### src/swrcr_pkg.sv
package swrcr_pkg;
   // ==========================================================
   // Command codes and framing
   // ==========================================================
   localparam logic [7:0] CMD_MODE_WR = 8'hE6;
   localparam logic [7:0] CMD_MODE_RD = 8'hE7;
   localparam logic [7:0] CMD_TRIM_WR = 8'hE8;
   localparam logic [7:0] CMD_TRIM_RD = 8'hE9;
   localparam int RW_BIT = 0;
   localparam logic [1:0] MODE_BYTES = 2'h1;
   localparam logic [1:0] TRIM_BYTES = 2'h2;
   // ==========================================================
   // Field layout and reset values
   // ==========================================================
   localparam int Y_LEVEL_LSB = 0;
   localparam int Z_LEVEL_LSB = 2;
   localparam int OVG_BIT = 4;
   localparam int TRIM_LSB = 3;
   localparam logic [7:0] MODE_RESET = 8'h00;
   localparam logic [15:0] TRIM_RESET = 16'h0010;
   localparam logic [2:0] TRIM_FIELD_RESET = 3'h0;
   // ==========================================================
   // Power levels
   // ==========================================================
   localparam logic [1:0] LEVEL_OFF = 2'h0;
   localparam logic [1:0] LOW_POWER_LEVEL = 2'h1;
   localparam logic [1:0] MEDIUM_POWER_LEVEL = 2'h2;
   localparam logic [1:0] HIGH_POWER_LEVEL = 2'h3;
   // ==========================================================
   // Parser states
   // ==========================================================
   typedef enum logic [2:0] {
      SWRCR_IDLE = 3'b001,
      SWRCR_DATA = 3'b010,
      SWRCR_SKIP = 3'b100
   } swrcr_state_e;
endpackage : swrcr_pkg

### src/swrcr_cmd_if.sv
`timescale 1ns/1ps
interface swrcr_cmd_if;
   logic wr_strobe;
   logic rd_load;
   logic sel_trim;
   logic [1:0] idx;
   logic [7:0] data;
   modport parser (output wr_strobe, rd_load, sel_trim, idx, data);
   modport regs (input wr_strobe, rd_load, sel_trim, idx, data);
endinterface : swrcr_cmd_if

### src/swrcr_parser.sv
`timescale 1ns/1ps
module swrcr_parser (
   input wire logic i_mclk,
   input wire logic i_arst_n,
   input wire logic i_frame,
   input wire logic i_byte_valid,
   input wire logic [7:0] i_byte,
   swrcr_cmd_if.parser bus
);
   import swrcr_pkg::*;
   swrcr_state_e state_r, state_nxt;
   logic read_r, sel_trim_r;
   logic [1:0] idx_r, idx_nxt;

   wire is_mode = (i_byte[7:1] == CMD_MODE_WR[7:1]);
   wire is_trim = (i_byte[7:1] == CMD_TRIM_WR[7:1]);
   wire cmd_ok = is_mode | is_trim;
   wire in_idle = (state_r == SWRCR_IDLE);
   wire in_data = (state_r == SWRCR_DATA);
   wire [1:0] len = sel_trim_r ? TRIM_BYTES : MODE_BYTES;
   wire [1:0] idx_inc = idx_r + 2'h1;
   wire last = (idx_inc == len);

   // Bytes count only inside a frame; command bit 0 picks read or write
   wire strobe = i_frame & i_byte_valid;
   wire take_cmd = in_idle & strobe & cmd_ok;
   wire take_data = in_data & strobe;

   assign bus.wr_strobe = take_data & ~read_r;
   assign bus.rd_load = (take_cmd & i_byte[RW_BIT])
                      | (take_data & read_r & ~last);
   assign bus.sel_trim = take_cmd ? is_trim : sel_trim_r;
   assign bus.idx = take_cmd ? 2'h0 : (read_r ? idx_inc : idx_r);
   assign bus.data = i_byte;

   always_comb begin
      state_nxt = state_r;
      idx_nxt = idx_r;
      case (state_r)
         SWRCR_IDLE: begin
            idx_nxt = 2'h0;
            if (i_byte_valid) begin
               state_nxt = cmd_ok ? SWRCR_DATA : SWRCR_SKIP;
            end
         end
         SWRCR_DATA: begin
            if (i_byte_valid) begin
               idx_nxt = idx_inc;
               if (last) begin
                  state_nxt = SWRCR_SKIP;
               end
            end
         end
         SWRCR_SKIP: state_nxt = SWRCR_SKIP;
         default: state_nxt = SWRCR_IDLE;
      endcase
      if (!i_frame) begin
         state_nxt = SWRCR_IDLE;
         idx_nxt = 2'h0;
      end
   end

   always_ff @(posedge i_mclk or negedge i_arst_n) begin
      if (!i_arst_n) begin
         state_r <= SWRCR_IDLE;
         idx_r <= 2'h0;
         read_r <= 1'b0;
         sel_trim_r <= 1'b0;
      end else begin
         state_r <= state_nxt;
         idx_r <= idx_nxt;
         if (take_cmd) begin
            read_r <= i_byte[RW_BIT];
            sel_trim_r <= is_trim;
         end
      end
   end
endmodule : swrcr_parser

### src/swrcr_top.sv
`timescale 1ns/1ps
//
// Contract
// - Mode register written by E6h, read by E7h; one data byte follows.
// - Data bit 4 enables switcher over-voltage guard.
// - Mode 00 off, 01 low, 10 medium, 11 high power and clock.
// - Auto select 0: writes accepted, replaced by state mode on state change.
// - Auto select 1: field sets mode directly, state changes ignored.
// - Writing 00 to both fields shuts supply down regardless of auto select.
// - Mode command ignores the per-channel enable selection.
// - Mode register resets to 00h, leaving both regulators off.
// - Trim field is sign-magnitude in 1.25 V steps, plus or minus 3.75 V.
// - Auto select 0: device picks power mode from current system state.
module swrcr_top (
   input wire logic i_mclk,
   input wire logic i_arst_n,
   input wire logic i_frame,
   input wire logic i_byte_valid,
   input wire logic [7:0] i_byte,
   output logic [7:0] o_rd_byte,
   input wire logic [1:0] i_channel_enable,
   input wire logic i_regulator_y_auto_select,
   input wire logic i_regulator_z_auto_select,
   input wire logic i_state_change,
   input wire logic [1:0] i_state_y_level,
   input wire logic [1:0] i_state_z_level,
   output logic [1:0] o_regulator_y_power_level,
   output logic [1:0] o_regulator_z_power_level,
   output logic o_overvoltage_guard_enable,
   output logic o_switcher_shutdown,
   output logic [2:0] o_y_trim_code,
   output logic [2:0] o_z_trim_code,
   output logic signed [2:0] o_y_trim_steps,
   output logic signed [2:0] o_z_trim_steps
);
   import swrcr_pkg::*;
   // ==========================================================
   // Helpers
   // ==========================================================
   // Sign-magnitude code to signed count of 1.25 V steps
   function automatic logic signed [2:0] trim_steps(input logic [2:0] c);
      logic [2:0] mag;
      mag = {1'b0, c[1:0]};
      trim_steps = c[2] ? 3'(-mag) : mag;
   endfunction : trim_steps

   // Next level: host write beats a same-cycle state change
   function automatic logic [1:0] level_next(input logic wr,
      input logic [1:0] wr_lvl, input logic follow,
      input logic [1:0] state_lvl, input logic [1:0] cur);
      level_next = wr ? wr_lvl : (follow ? state_lvl : cur);
   endfunction : level_next

   // ==========================================================
   // Command parser
   // ==========================================================
   swrcr_cmd_if cmd ();

   swrcr_parser u_parser (
      .i_mclk(i_mclk),
      .i_arst_n(i_arst_n),
      .i_frame(i_frame),
      .i_byte_valid(i_byte_valid),
      .i_byte(i_byte),
      .bus(cmd.parser)
   );

   // ==========================================================
   // Mode control register
   // ==========================================================
   logic [1:0] y_level_r, y_level_nxt;
   logic [1:0] z_level_r, z_level_nxt;
   logic ovg_r;
   logic [2:0] y_trim_r, z_trim_r;
   logic [7:0] rd_byte_r, rd_byte_nxt;

   // Channel enable takes no part in this write
   wire wr_mode = cmd.wr_strobe & ~cmd.sel_trim;
   wire [1:0] wr_y = cmd.data[Y_LEVEL_LSB +: 2];
   wire [1:0] wr_z = cmd.data[Z_LEVEL_LSB +: 2];
   wire y_follow = i_state_change & ~i_regulator_y_auto_select;
   wire z_follow = i_state_change & ~i_regulator_z_auto_select;

   assign y_level_nxt = level_next(wr_mode, wr_y, y_follow,
                                   i_state_y_level, y_level_r);
   assign z_level_nxt = level_next(wr_mode, wr_z, z_follow,
                                   i_state_z_level, z_level_r);

   always_ff @(posedge i_mclk or negedge i_arst_n) begin
      if (!i_arst_n) begin
         y_level_r <= MODE_RESET[Y_LEVEL_LSB +: 2];
         z_level_r <= MODE_RESET[Z_LEVEL_LSB +: 2];
         ovg_r <= MODE_RESET[OVG_BIT];
      end else begin
         y_level_r <= y_level_nxt;
         z_level_r <= z_level_nxt;
         if (wr_mode) begin
            ovg_r <= cmd.data[OVG_BIT];
         end
      end
   end

   // ==========================================================
   // Voltage trim, channel 1 drives Y and channel 2 drives Z
   // ==========================================================
   wire wr_trim_hi = cmd.wr_strobe & cmd.sel_trim & (cmd.idx == 2'h0);
   wire [2:0] wr_trim = cmd.data[TRIM_LSB +: 3];

   always_ff @(posedge i_mclk or negedge i_arst_n) begin
      if (!i_arst_n) begin
         y_trim_r <= TRIM_FIELD_RESET;
         z_trim_r <= TRIM_FIELD_RESET;
      end else begin
         if (wr_trim_hi & i_channel_enable[0]) begin
            y_trim_r <= wr_trim;
         end
         if (wr_trim_hi & i_channel_enable[1]) begin
            z_trim_r <= wr_trim;
         end
      end
   end

   // ==========================================================
   // Read-back
   // ==========================================================
   // Reserved bits read as zero except the second trim byte, which reads 10h; trim reads Y unless only channel 2 is enabled
   wire [2:0] rd_trim = (i_channel_enable[0] | ~i_channel_enable[1]) ?
                        y_trim_r : z_trim_r;
   wire [7:0] rd_mode = {3'h0, ovg_r, z_level_r, y_level_r};
   wire [7:0] rd_trim_hi = {2'h0, rd_trim, 3'h0};
   wire [7:0] rd_trim_lo = TRIM_RESET[7:0];
   wire [7:0] rd_sel = ~cmd.sel_trim ? rd_mode :
                       (cmd.idx == 2'h0) ? rd_trim_hi : rd_trim_lo;

   assign rd_byte_nxt = cmd.rd_load ? rd_sel : rd_byte_r;

   always_ff @(posedge i_mclk or negedge i_arst_n) begin
      if (!i_arst_n) begin
         rd_byte_r <= 8'h00;
      end else begin
         rd_byte_r <= rd_byte_nxt;
      end
   end

   // ==========================================================
   // Regulator outputs
   // ==========================================================
   assign o_rd_byte = rd_byte_r;
   assign o_regulator_y_power_level = y_level_r;
   assign o_regulator_z_power_level = z_level_r;
   assign o_overvoltage_guard_enable = ovg_r;
   assign o_switcher_shutdown = (y_level_r == LEVEL_OFF) &
                                (z_level_r == LEVEL_OFF);
   assign o_y_trim_code = y_trim_r;
   assign o_z_trim_code = z_trim_r;
   assign o_y_trim_steps = trim_steps(y_trim_r);
   assign o_z_trim_steps = trim_steps(z_trim_r);
endmodule : swrcr_top

### config.mk
export PLATFORM = sky130hd
export DESIGN_NAME = swrcr_top
export DESIGN_NICKNAME = d
export VERILOG_FILES = /design/src/swrcr_pkg.sv /design/src/swrcr_cmd_if.sv /design/src/swrcr_parser.sv /design/src/swrcr_top.sv
export SDC_FILE = /design/constraint.sdc
export NUM_CORES = 1
export LEC_CHECK = 0
export BUFFER_PORTS_ARGS = -buffer_cell sky130_fd_sc_hd__buf_4
export CORE_MARGIN = 5
export CORE_UTILIZATION = 46
export CTS_BUF_LIST = sky130_fd_sc_hd__clkbuf_4 sky130_fd_sc_hd__clkbuf_8
export CTS_CLUSTER_DIAMETER = 40
export DETAILED_ROUTE_END_ITERATION = 6
export PLACE_DENSITY = 0.73
export SKIP_LAST_GASP = 1
export SLEW_MARGIN = 20
export SYNTH_ARGS = -nofsm -noshare
export SYNTH_HDL_FRONTEND = slang
export SYNTH_HIERARCHICAL = 1
export SYNTH_SLANG_ARGS = --single-unit
### constraint.sdc
create_clock -name i_mclk -period 3.89 [get_ports i_mclk]
set_input_delay 0.778 -clock i_mclk [delete_from_list [all_inputs] [get_ports i_mclk]]
set_output_delay 0.778 -clock i_mclk [all_outputs]
set_load 0.01 [all_outputs]
==> metrics, run 1 <==
area of the die 4410 µm²; post-CTS setup buffer count 0; Vias 1202; Overflow after GRT 0; Reg clk slew, reported paths 0.14 ns; DP Area 1750 µm²; Power Density 281 nW/µm²; GPL Wtd Cong 0.776; clock buffer depth 2; Worst Tran Pin Value 0.740 ns; Worst R2R Setup Slack 1.28 ns; grt met3 use 0.0238; CTS Sinks 24; final setup fails 0; drt initial violations 39; Row Count 20; Hold-fix buffers, CTS 0; Multi-input gate area 718 µm²; RSZ-0062 raised after global routing false; CTS Buf Count 3; Die X 66.4 µm; CTS tree built; Max rail drop VDD 0.167 mV; Final period util 0.692; CTS H-tree depth 1; die height 66.4 µm; n_diodes 0; pre-CTS worst setup slack 0.873 ns; post-CTS sizing 0; Total GRT Usage 0.168; fmax 371 MHz; DR WL/cell 15.4 µm; Pins Over Slew Limit 0; most common cell after layout, fill and taps aside buf_4; final wirelength 3.49 mm; vias in the first global route 1266; largest net degree at the start of global routing 25; reg2reg end o_rd_byte[4]; Max Cap Viol 0; CTS root buf clkbuf_4; final hold violations 0; commonest cells after routing, fill and taps aside buf_4, dfrtp_1, inv_1; fraction of layout cells with a size suffix above 1 0.328; DRT Pass-1 Iters 4; post-route clock skew 0.00521 ns; area delta synth->final 22.2%; setup TNS 0 ns; Slew headroom 0.503; outcome complete, no violations; Syn Inst Count 150; initial core utilization 0.479; Mapped Area 1460 µm²; Worst setup SP type input port; CP Class in -> reg; initial antenna violation count 0; DR vias/cell 5.30; P_leak 0.000829 µW; Synth Area per Inst 9.75 µm²; grt met2 use 0.292; met1 track demand over resource 0.216; Worst Reg-to-Reg Cells 5; I/O pins 47; Final Worst Setup Slack 1.20 ns; Hold Path Class in -> async; first-pass GRT wire length 5.78 mm; clock latency on the worst-skew pair 0.32 ns; Register Area 602 µm²; core area 3050 µm²; final instance area 1790 µm²; hpwl dp 2.75 mm; GR peak layer met2; FF-to-FF Start u_parser/state_r[1]; fin nets 207; crit end category register; CP Max Fanout 9; Final ANT Viol Nets 0; Arr. time, crit path 2.91 ns; Crit path required time 4.11 ns; DRC 0; number of port buffers 44; FILL cells 292; yosys warns 6; fin crit period 2.69 ns
-- report_power, final --
part	internal, µW	switching, µW
clock	57.3	77.8
combinational	46.5	39.3
sequential	264	16.7
total	368	134
-- worst max-delay path by stage --
stage,endpoint,cells past startpoint,from,slack (ns)
final,o_y_trim_code[1],7,i_byte[2],1.20
after global routing,o_rd_byte[4],7,i_byte[2],1.07
after CTS,o_y_trim_code[1],7,i_byte[2],1.21
after detailed placement,o_y_trim_code[1],7,i_byte[2],0.87
after global placement,o_y_trim_code[1],7,i_byte[2],0.95
after floorplan,o_y_trim_code[0],6,i_byte[2],1.17
-- state kept, by name, indices dropped and copies added, names as in the netlist --
register and flops:
u_parser/read_r 1, o_y_trim_code 3, o_regulator_y_power_level 2, u_parser/state_r 3
o_overvoltage_guard_enable 1, o_z_trim_code 3, u_parser/idx_r 2, o_rd_byte 6
o_regulator_z_power_level 2, u_parser/sel_trim_r 1
-- metal layers --
metal  vias to the layer above  routed length (µm)
met4                         0                  30
met3                         5                 155
li1                        580                   -
met1                       587                1500
met2                        30                1810
met5                         -                   0
-- through the flow --
| step | hold WS [ns] | cells | power, µW | utilization |
|---|---|---|---|---|
| detailed placement | 0.522 | 223 | 372 | 0.573 |
| floorplan | 0.482 | 151 | 326 | - |
| global route | 0.338 | 227 | 524 | 0.585 |
| finish | 0.327 | 227 | 501 | 0.585 |
| global placement | 0.525 | 223 | 369 | 0.573 |
| CTS | 0.333 | 227 | 504 | 0.585 |
-- layout make-up --
class,count,area share
Sequential cell,24,0.337
Inverter,12,0.0252
Timing Repair Buffer,44,0.185
Clock buffer,4,0.0203
Tap cell,44,0.0308
Multi-Input combinational cell,99,0.402
-- critical path, stage by stage --
cell	delay (ns)
buf_4	0.12
or3b_4	0.41
a2111oi_4	0.48
mux2_4	0.39
and4bb_1	0.23
nand2_1	0.14
mux2_2	0.36
No activity file was read; power rests on OpenSTA's default activity.
==> run 2: changes to the inputs <==
==> constraint.sdc (replaced) <==
create_clock -name i_mclk -period 2.7 [get_ports i_mclk]
set_input_delay 0.54 -clock i_mclk [delete_from_list [all_inputs] [get_ports i_mclk]]
set_output_delay 0.54 -clock i_mclk [all_outputs]
set_load 0.01 [all_outputs]
==> metrics, run 2 (synthesis results as in run 1) <==
Row Count 20; largest net degree at the start of global routing 25; P_leak 0.000847 µW; DRC 0; Crit path required time 2.91 ns; DRT Pass-1 Iters 6; Total GRT Usage 0.164; initial antenna violation count 0; area of the die 4410 µm²; Reg clk slew, reported paths 0.14 ns; final wirelength 3.33 mm; Vias 1198; outcome complete, no violations; number of flip-flops under the largest register name 6; commonest cells after routing, fill and taps aside buf_4, dfrtp_1, inv_1; post-CTS setup buffer count 0; I/O pins 47; CTS root buf clkbuf_4; grt met2 use 0.294; fin nets 209; CP Max Fanout 10; Worst setup SP type register; Flop pwr share 0.515; clock latency on the worst-skew pair 0.31 ns; Arr. time, crit path 2.58 ns; n_diodes 0; post-route clock skew 0.00880 ns; core area 3050 µm²; drt initial violations 46; crit end category register; Die X 66.4 µm; NetSw 187 µW; fmax 421 MHz; setup TNS 0 ns; GPL Wtd Cong 0.776; CTS tree built; FILL cells 278; CTS Buf Count 3; grt met3 use 0.0323; clock buffer depth 2; vias in the first global route 1261; fin crit period 2.37 ns; RSZ-0062 raised after global routing false; first-pass GRT wire length 5.61 mm; most common cell after layout, fill and taps aside buf_4; Max Cap Viol 0; Max rail drop VDD 0.239 mV; switch share 0.238; GR peak layer met2; Cell Int Power 597 µW; Pins Over Slew Limit 0; Final period util 0.879; CTS Sinks 24; CTS H-tree depth 1; Final ANT Viol Nets 0; die height 66.4 µm; DR WL/cell 14.5 µm; Overflow after GRT 0; fraction of layout cells with a size suffix above 1 0.335; number of port buffers 44; Hold Path Class in -> async; Logic pwr share 0.155; pre-CTS worst setup slack 0.0668 ns; Final Worst Setup Slack 0.327 ns; met1 track demand over resource 0.196; hpwl dp 2.64 mm; Clk pwr share 0.330; final setup fails 0; Power Density 431 nW/µm²; final hold slack 0.0929 ns; CP Class reg -> reg; Hold-fix buffers, CTS 0; post-CTS sizing 0; DR vias/cell 5.23; area delta synth->final 24.3%; final hold violations 0; Core Util, Final 0.595; initial core utilization 0.479
-- run 2: path summary, 6_finish.rpt --
| check | depth (start not counted) | startpoint | to | slack [ns] |
|---|---|---|---|---|
| max | 6 | u_parser/state_r[0] | o_y_trim_code[2] | 0.33 |
| min | 1 | i_arst_n | o_regulator_z_power_level[0] | 0.09 |
| min reg2reg | 2 | o_rd_byte[1] | o_rd_byte[1] | 0.54 |
| max reg2reg | 6 | u_parser/state_r[0] | o_y_trim_code[2] | 0.33 |
| min in group i_mclk | 2 | i_frame | u_parser/state_r[0] | 0.44 |
| max in group asynchronous | 1 | i_arst_n | u_parser/state_r[0] | 2.31 |
-- run 2: through the flow --
| step | cells | instance area [µm²] | total power [µW] |
|---|---|---|---|
| detailed placement | 225 | 1770 | 535 |
| global placement | 225 | 1770 | 529 |
| global route | 229 | 1820 | 825 |
| finish | 229 | 1820 | 784 |
| floorplan | 151 | 1470 | 470 |
| CTS | 229 | 1820 | 793 |
-- run 2: metal layers --
layer	wire length, µm	vias to the layer above
met5	0	-
met4	23	0
met3	201	4
met2	1730	43
met1	1370	569
li1	-	582
-- run 2: power groups by stage --
stage                     Combinational, µW  Clock [µW]  Sequential [µW]
after floorplan                        63.0           0              407
after global placement                  120           0              409
after detailed placement                124           0              410
after CTS                               124         264              404
after global routing                    135         282              409
final                                   122         258              404
-- run 2: final cells by class --
| type | count | area [µm²] | share of cell area |
|---|---|---|---|
| Clock buffer | 3 | 22.5 | 0.0124 |
| Clock inverter | 1 | 30.0 | 0.0165 |
| Inverter | 12 | 45.0 | 0.0248 |
| Multi-Input combinational cell | 99 | 718 | 0.395 |
| Sequential cell | 24 | 602 | 0.331 |
| Tap cell | 44 | 55.1 | 0.0303 |
| Timing Repair Buffer | 46 | 345 | 0.190 |
-- run 2: critical path, cell delays in order, from the launching register on --
cell,delay (ns)
dfstp_2,0.64
nand4b_1,0.18
a2111oi_4,0.36
mux2_4,0.38
and4bb_1,0.24
nand2_1,0.14
mux2_2,0.34
==> run 3: changes to the inputs <==
--- a/config.mk
+++ b/config.mk
@@ -16,5 +16,4 @@
 export SLEW_MARGIN = 20
 export SYNTH_ARGS = -nofsm -noshare
 export SYNTH_HDL_FRONTEND = slang
-export SYNTH_HIERARCHICAL = 1
 export SYNTH_SLANG_ARGS = --single-unit
==> metrics, run 3 <==
FF-to-FF Start u_parser.state_r[2]; core area 3080 µm²; CTS Buf Count 3; yosys warns 0; Seq cells post-synth 24; post-synthesis sequential area ratio 0.406; CP Class reg -> reg; CTS root buf clkbuf_4; Overflow after GRT 0; Vias 1187; area share of the largest cell type after synthesis 0.389; CTS tree built; most common cell after layout, fill and taps aside buf_4; die height 66.8 µm; Max rail drop VDD 0.196 mV; drt initial violations 28; Hold Path Class in -> async; Cell Int Power 517 µW; fraction of layout cells with a size suffix above 1 0.418; Crit path required time 2.90 ns; ys async rst share 1.00; area delta synth->final 25.5%; DR WL/cell 14.6 µm; post-CTS setup buffer count 0; commonest cells after routing, fill and taps aside buf_4, dfrtp_1, inv_1; DR vias/cell 5.25; post-route clock skew 0.00737 ns; switch share 0.264; most frequent cells after synthesis dfrtp_1, inv_1, mux2_4, a21oi_1, nand2_1; Synth Area per Inst 10.6 µm²; GPL Wtd Cong 0.768; area of the die 4460 µm²; FILL cells 279; number of flip-flops under the largest register name 6; top_reg_cell synth dfrtp_1; CP Max Fanout 11; Worst Reg-to-Reg Cells 5; fin nets 206; crit end category register; Pins Over Slew Limit 0; first-pass GRT wire length 5.25 mm; DRT Pass-1 Iters 4; Final period util 0.779; initial antenna violation count 0; DRC 0; final instance area 1860 µm²; Clk pwr share 0.241; Logic pwr share 0.199; DP Area 1830 µm²; overall power 702 µW; setup TNS 0 ns; synth top area cells dfrtp_1, mux2_4, mux2_2, a22o_1, nor2b_1; n_diodes 0; fmax 475 MHz; NetSw 185 µW; Final ANT Viol Nets 0; initial core utilization 0.481; clock buffer depth 2; Total GRT Usage 0.154; CTS H-tree depth 1; Mapped Area 1480 µm²; Reg clk slew, reported paths 0.13 ns; number of port buffers 44; I/O pins 47; final wirelength 3.30 mm; CTS Sinks 24; Syn Inst Count 140; Row Count 20; Worst Setup SP u_parser.state_r[2]; Max Cap Viol 0; Arr. time, crit path 2.30 ns; outcome complete, no violations; cell accounting for the most synthesized area dfrtp_1; Worst setup SP type register; Flop pwr share 0.561; Hold-fix buffers, CTS 0; final setup fails 0; largest net degree at the start of global routing 25; Power Density 378 nW/µm²; vias in the first global route 1169; P_leak 0.000858 µW; most frequent cell after synthesis dfrtp_1; fin crit period 2.10 ns; post-CTS sizing 0; Die X 66.8 µm; number of synthesized flops with an enable pin 0; clock latency on the worst-skew pair 0.31 ns; Yosys cell types 48; final hold violations 0; RSZ-0062 raised after global routing false; hpwl dp 2.70 mm
[run 3: final cells by class]
cell class / instances / area, µm² / area share
Clock buffer: 4 / 30.0 / 0.0162
Inverter: 9 / 33.8 / 0.0182
Multi-Input combinational cell: 101 / 808 / 0.435
Sequential cell: 24 / 602 / 0.324
Tap cell: 44 / 55.1 / 0.0296
Timing Repair Buffer: 44 / 330 / 0.178
[run 3: per-stage QoR]
step                      worst slack, ns   util  hold WS (ns)  std cells
after global routing                0.480  0.604         0.115        226
after CTS                           0.611  0.604         0.102        226
after global placement              0.316  0.594         0.451        222
after detailed placement            0.287  0.594         0.451        222
after floorplan                     0.469      -         0.244        141
final                               0.597  0.604         0.105        226
[run 3: power groups by stage]
stage | Sequential (µW) | Clock (µW) | Combinational [µW]
after floorplan | 396 | 0 | 78.0
after global placement | 400 | 0 | 137
after detailed placement | 400 | 0 | 140
after CTS | 393 | 174 | 140
after global routing | 397 | 189 | 152
final | 393 | 169 | 139
[run 3: final timing paths]
| check | to | slack [ns] |
|---|---|---|
| worst max-delay path | o_z_trim_code[0] | 0.60 |
| worst min-delay path | o_rd_byte[3] | 0.10 |
| worst max register to register | o_z_trim_code[0] | 0.60 |
| worst min register to register | o_rd_byte[5] | 0.49 |
| max in group asynchronous | u_parser.state_r[0] | 2.30 |
| min in group i_mclk | u_parser.state_r[0] | 0.41 |
[run 3: routing by layer]
| metal | wire length [µm] | vias to the layer above | global-route usage | share of wire |
|---|---|---|---|---|
| met5 | 0 | - | 0 | 0 |
| met4 | 17 | 0 | 0.0381 | 0.0052 |
| met2 | 1760 | 19 | 0.298 | 0.53 |
| met3 | 124 | 2 | 0.0202 | 0.038 |
| met1 | 1390 | 579 | 0.173 | 0.42 |
| li1 | - | 587 | - | - |
[run 3: logic make-up after synthesis]
kind of cell / Yosys count / share of synthesized area
mux: 14 / 0.126
simple gates: 48 / 0.219
buf+inv: 16 / 0.0507
other cells: 1 / 0.00253
flops: 24 / 0.406
xor+xnor: 1 / 0.00591
compound gates: 34 / 0.173
fa+ha+maj: 2 / 0.0169
[run 3: worst max-delay path: stages (launching register included)]
cell and delay [ns]:
dfrtp_1 0.52, nor3b_1 0.27, or3b_4 0.48, a21oi_1 0.19
and3_4 0.24, mux2_4 0.30
